--- config.mk ---
export PLATFORM = sky130hd
export DESIGN_NAME = rrm_register_bank
export DESIGN_NICKNAME = d
export VERILOG_FILES = /design/src/pkg/rrm_pkg.sv /design/src/rrm_sync.sv /design/src/rrm_csc_decode.sv /design/src/rrm_register_bank.sv
export VERILOG_INCLUDE_DIRS = /design/src /design/src/pkg
export SDC_FILE = /design/constraint.sdc
export NUM_CORES = 1
export LEC_CHECK = 0
export BUFFER_PORTS_ARGS = -buffer_cell sky130_fd_sc_hd__buf_2
export CAP_MARGIN = 20
export CORE_AREA = 2 2 201 203
export DETAILED_ROUTE_END_ITERATION = 10
export DIE_AREA = 0 0 203 205
export GPL_TIMING_DRIVEN = 0
export PLACE_DENSITY_LB_ADDON = 0.08
export SLEW_MARGIN = 20
export SYNTH_ARGS = -nofsm -noshare
export SYNTH_HDL_FRONTEND = slang
export SYNTH_SLANG_ARGS = --single-unit
export TNS_END_PERCENT = 50
--- constraint.sdc ---
create_clock -name ref_clk_i -period 8.2 [get_ports ref_clk_i]
set_clock_uncertainty 0.15 [all_clocks]
set_input_delay 1.23 -clock ref_clk_i [delete_from_list [all_inputs] [get_ports ref_clk_i]]
set_output_delay 1.23 -clock ref_clk_i [all_outputs]
set_load 0.005 [all_outputs]
--- src/pkg/rrm_map.svh ---
// Purpose: register offsets, field positions and reset values of the reader register bank
// Assumes: 5-bit register address, 8-bit registers
// Notes: definitions only
`ifndef RRM_MAP_SVH
`define RRM_MAP_SVH

// host access word fields
`define RRM_AW_CMD_BIT 7
`define RRM_AW_READ_BIT 6
`define RRM_AW_CONT_BIT 5
`define RRM_AW_ADDR_MSB 4

// register offsets
`define RRM_CHIP_STATUS_CONTROL 5'h00
`define RRM_PROTOCOL_SELECT 5'h01
`define RRM_TX_PULSE_LENGTH 5'h06
`define RRM_RX_NO_RESPONSE_WAIT 5'h07
`define RRM_RX_WAIT_TIME 5'h08
`define RRM_MODULATOR_CLOCK_OUTPUT_CONTROL 5'h09
`define RRM_RX_SPECIAL_SETTING 5'h0A
`define RRM_REGULATOR_IO_CONTROL 5'h0B
`define RRM_INTERRUPT_STATUS 5'h0C
`define RRM_COLLISION_POSITION_IRQ_MASK 5'h0D
`define RRM_COLLISION_POSITION 5'h0E
`define RRM_SIGNAL_STRENGTH_OSC_STATUS 5'h0F
`define RRM_TEST_CONTROL_A 5'h1A
`define RRM_TEST_CONTROL_B 5'h1B
`define RRM_FIFO_STATUS 5'h1C
`define RRM_TX_LENGTH_HIGH 5'h1D
`define RRM_TX_LENGTH_LOW 5'h1E
`define RRM_FIFO_DATA_PORT 5'h1F

// chip status control fields
`define RRM_CSC_STANDBY 7
`define RRM_CSC_DIRECT 6
`define RRM_CSC_CARRIER_ON 5
`define RRM_CSC_HALF_POWER 4
`define RRM_CSC_AUX_INPUT 3
`define RRM_CSC_RX_FORCE 1
`define RRM_CSC_SUPPLY_HIGH 0

// protocol select fields
`define RRM_PS_DIRECT_TYPE 6

// reset values
`define RRM_CSC_RESET 8'h01
`define RRM_PS_RESET 8'h02
`define RRM_TXPL_RESET 8'h00
`define RRM_NORESP_RESET 8'h0E
`define RRM_OTHER_RESET 8'h00

`endif

--- src/pkg/rrm_pkg.sv ---
// Purpose: types shared by the reader register bank
// Assumes: nothing
// Notes: offsets and values live in rrm_map.svh
package rrm_pkg;

  typedef logic [7:0] rrm_byte_t;
  typedef logic [4:0] rrm_addr_t;

  // host frame sequencer
  typedef enum logic [1:0] {
    RRM_ST_WORD,
    RRM_ST_WRITE,
    RRM_ST_READ,
    RRM_ST_SKIP
  } rrm_state_t;

endpackage

--- src/rrm_sync.sv ---
// Purpose: two-stage synchroniser for pin inputs
// Assumes: inputs asynchronous to ref_clk_i
// Notes: first stage feeds only the second
`timescale 1ns/1ps
`default_nettype none

module rrm_sync #(
  parameter int W = 1,
  parameter logic [W-1:0] INIT = '0
) (
  // clock and reset
  input wire logic ref_clk_i,
  input wire logic arst_n_i,
  // data
  input wire logic [W-1:0] d_i,
  output logic [W-1:0] q_o
);

  logic [W-1:0] meta_q;
  logic [W-1:0] sync_q;

  always_ff @(posedge ref_clk_i or negedge arst_n_i)
  begin
    if (!arst_n_i)
    begin
      meta_q <= INIT;
      sync_q <= INIT;
    end
    else
    begin
      meta_q <= d_i;
      sync_q <= meta_q;
    end
  end

  assign q_o = sync_q;

endmodule

`default_nettype wire

--- src/rrm_csc_decode.sv ---
// Purpose: turn chip status control and protocol select into front-end controls
// Assumes: register values from the bank on the same clock
// Notes: outputs registered, one cycle after the register changes
`timescale 1ns/1ps
`default_nettype none
`include "rrm_map.svh"

module rrm_csc_decode
  import rrm_pkg::*;
(
  // clock and reset
  input wire logic ref_clk_i,
  input wire logic arst_n_i,
  // register values
  input wire rrm_byte_t csc_i,
  input wire rrm_byte_t proto_i,
  // front-end controls
  output logic standby_o,
  output logic direct_mode_o,
  output logic direct_mode_type_o,
  output logic carrier_output_enable_o,
  output logic receiver_enable_o,
  output logic tx_oscillator_enable_o,
  output logic half_power_select_o,
  output logic aux_input_select_o,
  output logic supply_range_high_o
);

  logic [8:0] ctl_d;
  logic [8:0] ctl_q;

  always_comb
  begin
    ctl_d[0] = csc_i[`RRM_CSC_STANDBY];
    ctl_d[1] = csc_i[`RRM_CSC_DIRECT];
    // type bit follows protocol select bit 6 every cycle, in or out of direct mode
    ctl_d[2] = proto_i[`RRM_PS_DIRECT_TYPE];
    ctl_d[3] = csc_i[`RRM_CSC_CARRIER_ON];
    // forced receive keeps the receiver alive with the carrier off
    ctl_d[4] = csc_i[`RRM_CSC_CARRIER_ON] | csc_i[`RRM_CSC_RX_FORCE];
    ctl_d[5] = csc_i[`RRM_CSC_CARRIER_ON] | csc_i[`RRM_CSC_RX_FORCE];
    ctl_d[6] = csc_i[`RRM_CSC_HALF_POWER];
    ctl_d[7] = csc_i[`RRM_CSC_AUX_INPUT];
    ctl_d[8] = csc_i[`RRM_CSC_SUPPLY_HIGH];
  end

  always_ff @(posedge ref_clk_i or negedge arst_n_i)
  begin
    if (!arst_n_i)
    begin
      ctl_q <= 9'h100;
    end
    else
    begin
      ctl_q <= ctl_d;
    end
  end

  assign standby_o = ctl_q[0];
  assign direct_mode_o = ctl_q[1];
  assign direct_mode_type_o = ctl_q[2];
  assign carrier_output_enable_o = ctl_q[3];
  assign receiver_enable_o = ctl_q[4];
  assign tx_oscillator_enable_o = ctl_q[5];
  assign half_power_select_o = ctl_q[6];
  assign aux_input_select_o = ctl_q[7];
  assign supply_range_high_o = ctl_q[8];

endmodule

`default_nettype wire

--- src/rrm_register_bank.sv ---
// Purpose: host-facing register bank of the reader front-end
// Assumes: host frames with select, marks each byte with a strobe rising edge
// Notes: all pins pass two flip-flops; enable pin low reloads the reset values
`timescale 1ns/1ps
`default_nettype none
`include "rrm_map.svh"

// How it works
// - chip status control takes 0x01 while enable is low or on power-on reset
// - bit 7 set gives standby with regulators and oscillator kept running
// - bit 6 set enters direct mode; clear keeps automatic framing
// - bit 5 set turns carrier transmitter and receivers on
// - bit 4 set selects half output power, higher output impedance
// - bit 3 set routes auxiliary receive input, clear the main input
// - bit 1 set forces receiver and transmit oscillator on
// - bit 0 set means 5-volt supply range, clear means 3-volt
// - 0x00, 0x01 and 0x06 to 0x0B are readable and writable
// - 0x0C and 0x0E read-only, 0x0D read-write
// - 0x0F returns signal strength and oscillator status, read-only
// - test 0x1A/0x1B rw, fifo status 0x1C ro, 0x1D/0x1E rw, 0x1F rw
// - access word: B7 zero is address mode, B6 read, B5 continuous, B4-B0 address
module rrm_register_bank
  import rrm_pkg::*;
(
  // clock and reset
  input wire logic ref_clk_i,
  input wire logic arst_n_i,
  // chip enable pin, low holds the bank in reset
  input wire logic chip_enable_i,
  // host port pins
  input wire logic host_select_i,
  input wire logic host_strobe_i,
  input wire logic [7:0] host_data_i,
  output logic [7:0] host_data_o,
  output logic host_data_oe_o,
  // status from the analogue and framing side
  input wire rrm_byte_t interrupt_status_i,
  input wire rrm_byte_t collision_position_i,
  input wire rrm_byte_t signal_strength_level_i,
  input wire rrm_byte_t fifo_status_i,
  input wire rrm_byte_t fifo_rd_data_i,
  // fifo data port
  output logic fifo_wr_o,
  output logic fifo_rd_o,
  output rrm_byte_t fifo_wr_data_o,
  // register contents for the rest of the chip
  output rrm_byte_t protocol_select_o,
  output rrm_byte_t tx_pulse_length_o,
  output rrm_byte_t rx_no_response_wait_o,
  output rrm_byte_t rx_wait_time_o,
  output rrm_byte_t modulator_clock_output_control_o,
  output rrm_byte_t rx_special_setting_o,
  output rrm_byte_t regulator_io_control_o,
  output rrm_byte_t irq_mask_o,
  output rrm_byte_t test_control_a_o,
  output rrm_byte_t test_control_b_o,
  output rrm_byte_t tx_length_high_o,
  output rrm_byte_t tx_length_low_o,
  // chip status control decode
  output logic standby_o,
  output logic direct_mode_o,
  output logic direct_mode_type_o,
  output logic carrier_output_enable_o,
  output logic receiver_enable_o,
  output logic tx_oscillator_enable_o,
  output logic half_power_select_o,
  output logic aux_input_select_o,
  output logic supply_range_high_o
);

  // addresses that keep a stored byte; the fifo port streams instead
  function automatic logic is_stored(input rrm_addr_t a);
    unique case (a)
      `RRM_CHIP_STATUS_CONTROL, `RRM_PROTOCOL_SELECT,
      `RRM_TX_PULSE_LENGTH, `RRM_RX_NO_RESPONSE_WAIT,
      `RRM_RX_WAIT_TIME, `RRM_MODULATOR_CLOCK_OUTPUT_CONTROL,
      `RRM_RX_SPECIAL_SETTING, `RRM_REGULATOR_IO_CONTROL: is_stored = 1'b1;
      `RRM_COLLISION_POSITION_IRQ_MASK: is_stored = 1'b1;
      `RRM_TEST_CONTROL_A, `RRM_TEST_CONTROL_B,
      `RRM_TX_LENGTH_HIGH, `RRM_TX_LENGTH_LOW: is_stored = 1'b1;
      default: is_stored = 1'b0;
    endcase
  endfunction

  function automatic rrm_byte_t reset_val(input rrm_addr_t a);
    unique case (a)
      `RRM_CHIP_STATUS_CONTROL: reset_val = `RRM_CSC_RESET;
      `RRM_PROTOCOL_SELECT: reset_val = `RRM_PS_RESET;
      `RRM_TX_PULSE_LENGTH: reset_val = `RRM_TXPL_RESET;
      `RRM_RX_NO_RESPONSE_WAIT: reset_val = `RRM_NORESP_RESET;
      default: reset_val = `RRM_OTHER_RESET;
    endcase
  endfunction

  // synchronised pins
  logic en_s;
  logic sel_s;
  logic stb_s;
  rrm_byte_t data_s;
  logic stb_prev_q;
  logic stb_rise;

  rrm_sync #(
    .W(11),
    .INIT(11'h000)
  ) u_pin_sync (
    .ref_clk_i(ref_clk_i),
    .arst_n_i(arst_n_i),
    .d_i({chip_enable_i, host_select_i, host_strobe_i, host_data_i}),
    .q_o({en_s, sel_s, stb_s, data_s})
  );

  always_ff @(posedge ref_clk_i or negedge arst_n_i)
  begin
    if (!arst_n_i)
    begin
      stb_prev_q <= 1'b0;
    end
    else
    begin
      stb_prev_q <= stb_s;
    end
  end

  assign stb_rise = stb_s & ~stb_prev_q;

  // sequencer and register state
  rrm_state_t state_q;
  rrm_state_t state_d;
  rrm_addr_t addr_q;
  rrm_addr_t addr_d;
  logic cont_q;
  logic cont_d;
  rrm_byte_t regs_q [32];
  rrm_byte_t regs_d [32];
  rrm_byte_t rd_data_q;
  rrm_byte_t rd_data_d;
  rrm_byte_t rd_val;
  logic fifo_wr_q;
  logic fifo_wr_d;
  logic fifo_rd_q;
  logic fifo_rd_d;
  rrm_byte_t fifo_wdata_q;
  rrm_byte_t fifo_wdata_d;

  // read multiplexer: live status for read-only addresses and the fifo port, stored byte for stored addresses, zero elsewhere
  always_comb
  begin
    unique case (addr_q)
      `RRM_INTERRUPT_STATUS: rd_val = interrupt_status_i;
      `RRM_COLLISION_POSITION: rd_val = collision_position_i;
      `RRM_SIGNAL_STRENGTH_OSC_STATUS: rd_val = signal_strength_level_i;
      `RRM_FIFO_STATUS: rd_val = fifo_status_i;
      `RRM_FIFO_DATA_PORT: rd_val = fifo_rd_data_i;
      default: rd_val = is_stored(addr_q) ? regs_q[addr_q] : 8'h00;
    endcase
  end

  always_comb
  begin
    state_d = state_q;
    addr_d = addr_q;
    cont_d = cont_q;
    regs_d = regs_q;
    rd_data_d = rd_data_q;
    fifo_wr_d = 1'b0;
    fifo_rd_d = 1'b0;
    fifo_wdata_d = fifo_wdata_q;
    if (state_q == RRM_ST_READ)
    begin
      rd_data_d = rd_val;
    end
    if (!sel_s)
    begin
      state_d = RRM_ST_WORD;
    end
    else if (stb_rise)
    begin
      unique case (state_q)
        RRM_ST_WORD:
        begin
          // command words belong to the command decoder, not the bank
          if (data_s[`RRM_AW_CMD_BIT])
          begin
            state_d = RRM_ST_SKIP;
          end
          else
          begin
            addr_d = data_s[`RRM_AW_ADDR_MSB:0];
            cont_d = data_s[`RRM_AW_CONT_BIT];
            state_d = data_s[`RRM_AW_READ_BIT] ? RRM_ST_READ : RRM_ST_WRITE;
          end
        end
        RRM_ST_WRITE:
        begin
          // read-only and unmapped addresses drop the byte
          if (is_stored(addr_q))
          begin
            regs_d[addr_q] = data_s;
          end
          if (addr_q == `RRM_FIFO_DATA_PORT)
          begin
            fifo_wr_d = 1'b1;
            fifo_wdata_d = data_s;
          end
          addr_d = addr_q + 5'h01;
          state_d = cont_q ? RRM_ST_WRITE : RRM_ST_SKIP;
        end
        RRM_ST_READ:
        begin
          // strobe marks the byte as taken by the host
          fifo_rd_d = (addr_q == `RRM_FIFO_DATA_PORT);
          addr_d = addr_q + 5'h01;
          state_d = cont_q ? RRM_ST_READ : RRM_ST_SKIP;
        end
        RRM_ST_SKIP:
        begin
          state_d = RRM_ST_SKIP;
        end
      endcase
    end
    // enable low acts as a held reset of every stored register
    if (!en_s)
    begin
      state_d = RRM_ST_WORD;
      fifo_wr_d = 1'b0;
      fifo_rd_d = 1'b0;
      for (int i = 0; i < 32; i++)
      begin
        regs_d[i] = reset_val(5'(i));
      end
    end
  end

  always_ff @(posedge ref_clk_i or negedge arst_n_i)
  begin
    if (!arst_n_i)
    begin
      state_q <= RRM_ST_WORD;
      addr_q <= 5'h00;
      cont_q <= 1'b0;
      rd_data_q <= 8'h00;
      fifo_wr_q <= 1'b0;
      fifo_rd_q <= 1'b0;
      fifo_wdata_q <= 8'h00;
      for (int i = 0; i < 32; i++)
      begin
        regs_q[i] <= reset_val(5'(i));
      end
    end
    else
    begin
      state_q <= state_d;
      addr_q <= addr_d;
      cont_q <= cont_d;
      rd_data_q <= rd_data_d;
      fifo_wr_q <= fifo_wr_d;
      fifo_rd_q <= fifo_rd_d;
      fifo_wdata_q <= fifo_wdata_d;
      regs_q <= regs_d;
    end
  end

  // host pins: drive the bus only while a read frame is open
  assign host_data_o = rd_data_q;
  assign host_data_oe_o = (state_q == RRM_ST_READ) & sel_s;

  assign fifo_wr_o = fifo_wr_q;
  assign fifo_rd_o = fifo_rd_q;
  assign fifo_wr_data_o = fifo_wdata_q;

  assign protocol_select_o = regs_q[`RRM_PROTOCOL_SELECT];
  assign tx_pulse_length_o = regs_q[`RRM_TX_PULSE_LENGTH];
  assign rx_no_response_wait_o = regs_q[`RRM_RX_NO_RESPONSE_WAIT];
  assign rx_wait_time_o = regs_q[`RRM_RX_WAIT_TIME];
  assign modulator_clock_output_control_o = regs_q[`RRM_MODULATOR_CLOCK_OUTPUT_CONTROL];
  assign rx_special_setting_o = regs_q[`RRM_RX_SPECIAL_SETTING];
  assign regulator_io_control_o = regs_q[`RRM_REGULATOR_IO_CONTROL];
  assign irq_mask_o = regs_q[`RRM_COLLISION_POSITION_IRQ_MASK];
  assign test_control_a_o = regs_q[`RRM_TEST_CONTROL_A];
  assign test_control_b_o = regs_q[`RRM_TEST_CONTROL_B];
  assign tx_length_high_o = regs_q[`RRM_TX_LENGTH_HIGH];
  assign tx_length_low_o = regs_q[`RRM_TX_LENGTH_LOW];

  rrm_csc_decode u_csc (
    .ref_clk_i(ref_clk_i),
    .arst_n_i(arst_n_i),
    .csc_i(regs_q[`RRM_CHIP_STATUS_CONTROL]),
    .proto_i(regs_q[`RRM_PROTOCOL_SELECT]),
    .standby_o(standby_o),
    .direct_mode_o(direct_mode_o),
    .direct_mode_type_o(direct_mode_type_o),
    .carrier_output_enable_o(carrier_output_enable_o),
    .receiver_enable_o(receiver_enable_o),
    .tx_oscillator_enable_o(tx_oscillator_enable_o),
    .half_power_select_o(half_power_select_o),
    .aux_input_select_o(aux_input_select_o),
    .supply_range_high_o(supply_range_high_o)
  );

endmodule

`default_nettype wire

Word level (Yosys, flattened, before mapping):

Memories as Yosys holds them, arrays and structs flattened.
Cells that the tools add are included.

* register bits: 314
* bits in read-only memories: 64
* input bits: 53
* output and inout bits: 124
* memories kept: 2

* $add $sub $neg: 1
* magnitude comparators: 2
* equality and inequality tests: 14
* muxes and demuxes: 36
* bitwise logic cells: 6
* reduce and logical (&&, ||, !) cells: 9

Memory list
* (no name shown): words 32, width 1, rd ports 1, clocked after Yosys merged registers in 0, wr ports 0, line rrm_register_bank.sv:73 `unique case (a)`
* (no name shown): words 32, width 1, rd ports 1, clocked after Yosys merged registers in 0, wr ports 0, line rrm_register_bank.sv:73

Operators by type and width (count)
* $mux 256: 5
* $bwmux 256: 1
* $bmux 8 s5: 1
* $demux 8 s5: 1
* $pmux 8 s5: 1
* $mux 8: 4
* $reduce_and 4->1: 4
* $eq 5x4->1 const B: 3
* $mux 1: 14
* $mux 2: 6
* $eq 5x5->1 const B: 2
* $ne 2x2->1 const B: 5
* $pmux 5 s2: 1
* $pmux 2 s4: 1
* $ge 6x6->1 const B: 1
* $lt 6x1->1 const B: 1
* $not 5->6: 1
* $add 5x1->5 const B: 1
* $mux 5: 1
* $reduce_or 5->1: 1
* $eq 2x2->1 const B: 2
* $ne 3x3->1 const B: 1
* $and 1x1->1: 2
* $eq 2x1->1 const B: 1
* other kinds (6): 7

Logic depth before layout (Yosys ltp):

* depth after elaboration: 11
* gate-level depth with buffers: 12

By module:

A second synthesis with hierarchy kept.

* cell total of the unflattened synthesis: 1344
* area, all modules: 15072.0 um^2

Modules (own cells, without submodules)
* rrm_register_bank: times used 1, cells an instance 1312, area each 14306.2 um^2, sequential area each 7088.0 um^2
* rrm_sync: times used 1, cells an instance 22, area each 550.5 um^2, sequential area each 550.5 um^2
* rrm_csc_decode: times used 1, cells an instance 10, area each 215.2 um^2, sequential area each 201.4 um^2

Worst setup path after synthesis:

OpenSTA, ideal clock, no wires.

* path type: flip-flop to flip-flop
* start point: register addr_q[1]
* end point: register regs_q[24] (netlist bit)
* library setup time: 0.120 ns
* arrival time: 2.782 ns
* required time: 7.930 ns
* path slack: 5.148 ns
* cell stages (with the launch flop): 13
* path buffers: 5
* cell sequence: dfrtp_1 -> buf_2 -> buf_4 -> buf_2 -> buf_2 -> inv_1 -> ha_1 -> mux2i_1 -> and2_1 -> or4_1 -> buf_4 -> mux2i_1 -> nor2b_1

* word-level cells in the longest chain between the ends: 11
* elaborated cells between the ends (all ways): 18
* those cells by class: order compare (2); eq/ne (1); mux (11); bitwise (1); reduce/logical (2); memory (1)

Ends and longest elaborated chain
* start: declaration: line rrm_register_bank.sv:130 `rrm_addr_t addr_q;`
* start signal: assignment: line rrm_register_bank.sv:254 `addr_q <= addr_d;`
* $not 5->6 (implied by the code): line rrm_register_bank.sv:199 `regs_d[addr_q] = data_s;`
* $ge 6x6->1 (implied by the code) / $lt 6x1->1 (equally long branches): line rrm_register_bank.sv:199
* $logic_and 1x1->1 (implied by the code): line rrm_register_bank.sv:199
* $mux 8 (implied by the code): line rrm_register_bank.sv:199
* $demux 8 s5: line rrm_register_bank.sv:199
* $bwmux 256: line rrm_register_bank.sv:199
* $mux 256: line rrm_register_bank.sv:197 `if (is_stored(addr_q))`
* $mux 256: line rrm_register_bank.sv:179 `unique case (state_q)`
* $mux 256: line rrm_register_bank.sv:177 `else if (stb_rise)`
* $mux 256: line rrm_register_bank.sv:173 `if (!sel_s)`
* $mux 256: line rrm_register_bank.sv:223 `if (!en_s)`
* end signal: indexed assignment: line rrm_register_bank.sv:248 `regs_q[i] <= reset_val(5'(i));`
* end signal: assignment: line rrm_register_bank.sv:260 `regs_q <= regs_d;`
* end: declaration: line rrm_register_bank.sv:134 `rrm_byte_t regs_q [32];`

Parallel ways exist; a longest one is shown, timed or not. The select of a mux whose other input is x is not followed.
A chain may end at the register's enable or synchronous reset.

Worst setup path after layout:

* start point: register addr_q[1]
* end point: register regs_q[218] (netlist bit)

The elaborated chain is that of the path after synthesis.

==> summary.txt <==
outcome: completed
Yosys cell types: 63
crit path max fanout: 10
synthesized area per cell: 11.43 sq um
minimum clock period: 4.450 ns
Slowest-stage cell, CP: nor2_2
vias in the first global route: 11,540
Rel. slew slack: 39.06%
max frequency: 224.7 MHz
drt drc: 0
number of flip-flops in the largest register: 160
number of post-CTS setup repair buffers: 0
row count: 73
worst setup margin: 3.750 ns
largest net degree at the start of global routing: 94
CTS root buf: clkbuf_16
Post-Synthesis Cells: 1,358
Worst R2R Path Depth: 11
Port-buffer cells: 176
Setup CP Type: reg -> reg
setup violators final: 0
Fin Hold WS: 0.1896 ns
Critical Path RT: 8.50 ns
Slew Limit Fails: 0
Die Ht: 205 um
global-route wire length before repair: 75.56 mm
highest routed metal layer: met5
ratio of cells with drive above 1 in the final layout: 27.58%
Synth area leaders: dfrtp_1, mux2i_1, buf_4
clk_lat worst skew: 0.55 ns
Design Power: 3.942 mW
fill cell count: 3,699
P_leak: 8.575 nW
P_int: 2.756 mW
reg2reg start: addr_q[1]$_DFFE_PN0P_
MaxCap Viol Count: 0
register bit count reported by yosys: 313
CTS tree: built
fraction of power spent switching nets: 30.09%
die area: 41,620 sq um
DR WL met3: 3.307 mm
share of Yosys cell area claimed by the top area cell type: 49.48%
GRT Resource Usage Total: 24.74%
ANT cells: 0
Final Hold Viols: 0
Most common cell on crit path: buf_2
reg2reg end: regs_q[218]$_DFFE_PN0P_
Post-Syn Nets: 1,422
Initial Utilization: 39.44%
die width: 203 um
CTS Buf Count: 38
CP arrival: 4.75 ns
# IOs: 177
Num Clock Sinks: 313
depth of the CTS H-tree: 2
DRT Pass-1 Iters: 5
DRT antenna net count: 0
P&R area growth vs syn: 18.38%
Detailed Place HPWL: 36.41 mm
Core Footprint: 39,370 sq um
CP startpoint kind: flop
combinational share of power: 17.4%
nets: 1,641
number of DRC markers in iteration 0: 822
Seq/Total Area, Yosys: 50.50%
worst slew pin tran: 0.9141 ns
fin crit share: 54.27%
CP peak stage delay: 0.67 ns
Worst setup EP type: flop
PwrDens: 214.5 nW/um^2
flop-to-flop setup slack: 3.75 ns
Via density: 5.336
initial antenna violation count: 2
Most flops, register: regs_q
WL per Instance: 23.88 um
unrepaired setup endpoints after global routing: false
Synth async-reset ratio: 100.0%
Worst VDD drop: 0.0001585 V
Met1 Routed Length: 22.33 mm
Hold Path Depth: 0
CP Capture Point: regs_q[218]$_DFFE_PN0P_
Post-Syn Area: 15,520 sq um
GP Congestion: 0.8772
critical path startpoint: addr_q[1]$_DFFE_PN0P_
YS warnings: 0
EDFF count, synth: 0
pre-CTS WS: 3.880 ns
Hold Path Class: reg -> reg
cell taking the most area after synthesis: dfrtp_1
CTS Buffer Depth: 3
post_cts resized: 0
Setup TNS: 0 ns
total congestion overflow: 0
part of the power in registers: 40.7%
Switch Pwr: 1.186 mW
drt total wl: 50.89 mm
Clk pwr share: 41.9%
crit path cell chain: buf_2 > buf_4 > buf_2 > buf_2 > inv_1 > ha_1 > mux2i_1 > nand2_2 > nand3_2 > nor2_2 > mux2i_1
met2 wire length: 23.43 mm
# hold bufs at CTS: 0
ys flop type: dfrtp_1
CTS clock-pin slew for the worst setup and hold paths: 0.06 ns
routed via count: 11,370
Finished Core Util: 46.68%
logic make-up after synthesis:
group,count (synthesis),synth area share [%]
flip-flops,313,50.50
buffers and inverters,202,7.624
AO/OA/AOI/OAI,140,5.948
AND/OR/NAND/NOR,402,14.60
adder cells (fa/ha/maj),11,0.8865
multiplexers,290,20.45
Yosys cell counts, types with 4 or more instances:
master and number:
o211ai_1 8, nor2b_1 26, dfrtp_1 307, nand4b_1 4, dfstp_2 6, a31oi_1 5
a21oi_1 14, clkbuf_1 62, o2bb2ai_1 5, nor2_8 4, and2_1 67, nand3_1 30
nand4bb_1 4, and3_1 5, nand2_1 191, mux2i_1 262, o22ai_1 39, buf_2 22
nor2_4 9, or4_1 8, nor2_1 9, ha_1 11, nor3_1 9, mux2_2 7
a22oi_1 17, mux4_2 21, inv_1 9, buf_4 104, o21ai_0 33
area by class of cell:
cell class	instances	area, sq um	area share [%]
timing repair buffer	179	973.4	5.297
inverter	10	37.54	0.2042
buffer	192	1146	6.236
clock buffer	50	1076	5.855
multi-input combinational	843	6502	35.38
clock inverter	19	145.1	0.7898
sequential	313	7840	42.66
tap	525	656.9	3.574
power by group through the flow:
stage | registers, mW | clock network, mW | logic [mW]
detailed placement | 1.63 | 0 | 0.682
finish | 1.60 | 1.65 | 0.684
global placement | 1.63 | 0 | 0.676
floorplan | 1.63 | 0 | 0.427
CTS | 1.60 | 1.68 | 0.684
global route | 1.61 | 1.75 | 0.727
layout by cell type (no fill, tap or decap), drive strengths merged, types with 11 or more instances in the layout:
master  instances
buf           309
nor2           25
mux2i         262
dfrtp         307
nand3          36
inv            12
nand2         192
and2           67
clkbuf        112
mux4           21
o22ai          40
o21ai          33
nor3           11
nor2b          26
ha             11
a22oi          17
a21oi          14
clkinv         15
how the worst min path moves through the flow:
stage | startpoint | to | slack, ns
finish | u_pin_sync.meta_q[6]$_DFF_PN0_ | u_pin_sync.q_o[6]$_DFF_PN0_ | 0.19
CTS | u_pin_sync.meta_q[3]$_DFF_PN0_ | u_pin_sync.q_o[3]$_DFF_PN0_ | 0.19
floorplan | u_pin_sync.meta_q[0]$_DFF_PN0_ | u_pin_sync.q_o[0]$_DFF_PN0_ | 0.18
global route | u_pin_sync.meta_q[3]$_DFF_PN0_ | u_pin_sync.q_o[3]$_DFF_PN0_ | 0.20
detailed placement | u_pin_sync.meta_q[3]$_DFF_PN0_ | u_pin_sync.q_o[3]$_DFF_PN0_ | 0.18
global placement | u_pin_sync.meta_q[1]$_DFF_PN0_ | u_pin_sync.q_o[1]$_DFF_PN0_ | 0.18
worst max-delay path, delay by kind of cell, from the launching register on:
| kind | cells | cell delay, ns |
|---|---|---|
| adder cells (fa/ha/maj) | 1 | 0.32 |
| multiplexers | 2 | 0.38 |
| AND/OR/NAND/NOR | 3 | 1.19 |
| flip-flops | 1 | 0.44 |
| buffers and inverters | 5 | 1.83 |
layer usage:
| layer | track usage [%] | vias to the layer above |
|---|---|---|
| met5 | 0 | - |
| met4 | 9.020 | 2 |
| met3 | 4.788 | 103 |
| met2 | 39.29 | 407 |
| met1 | 33.76 | 5755 |
| li1 | - | 5105 |
per-stage QoR:
step,instance area (sq um),cells
after floorplan,15520,1358
after global placement,17060,2059
final,18380,2131
after global routing,18380,2131
after CTS,18380,2131
after detailed placement,17160,2062
Power figures use the tool's default switching activity.
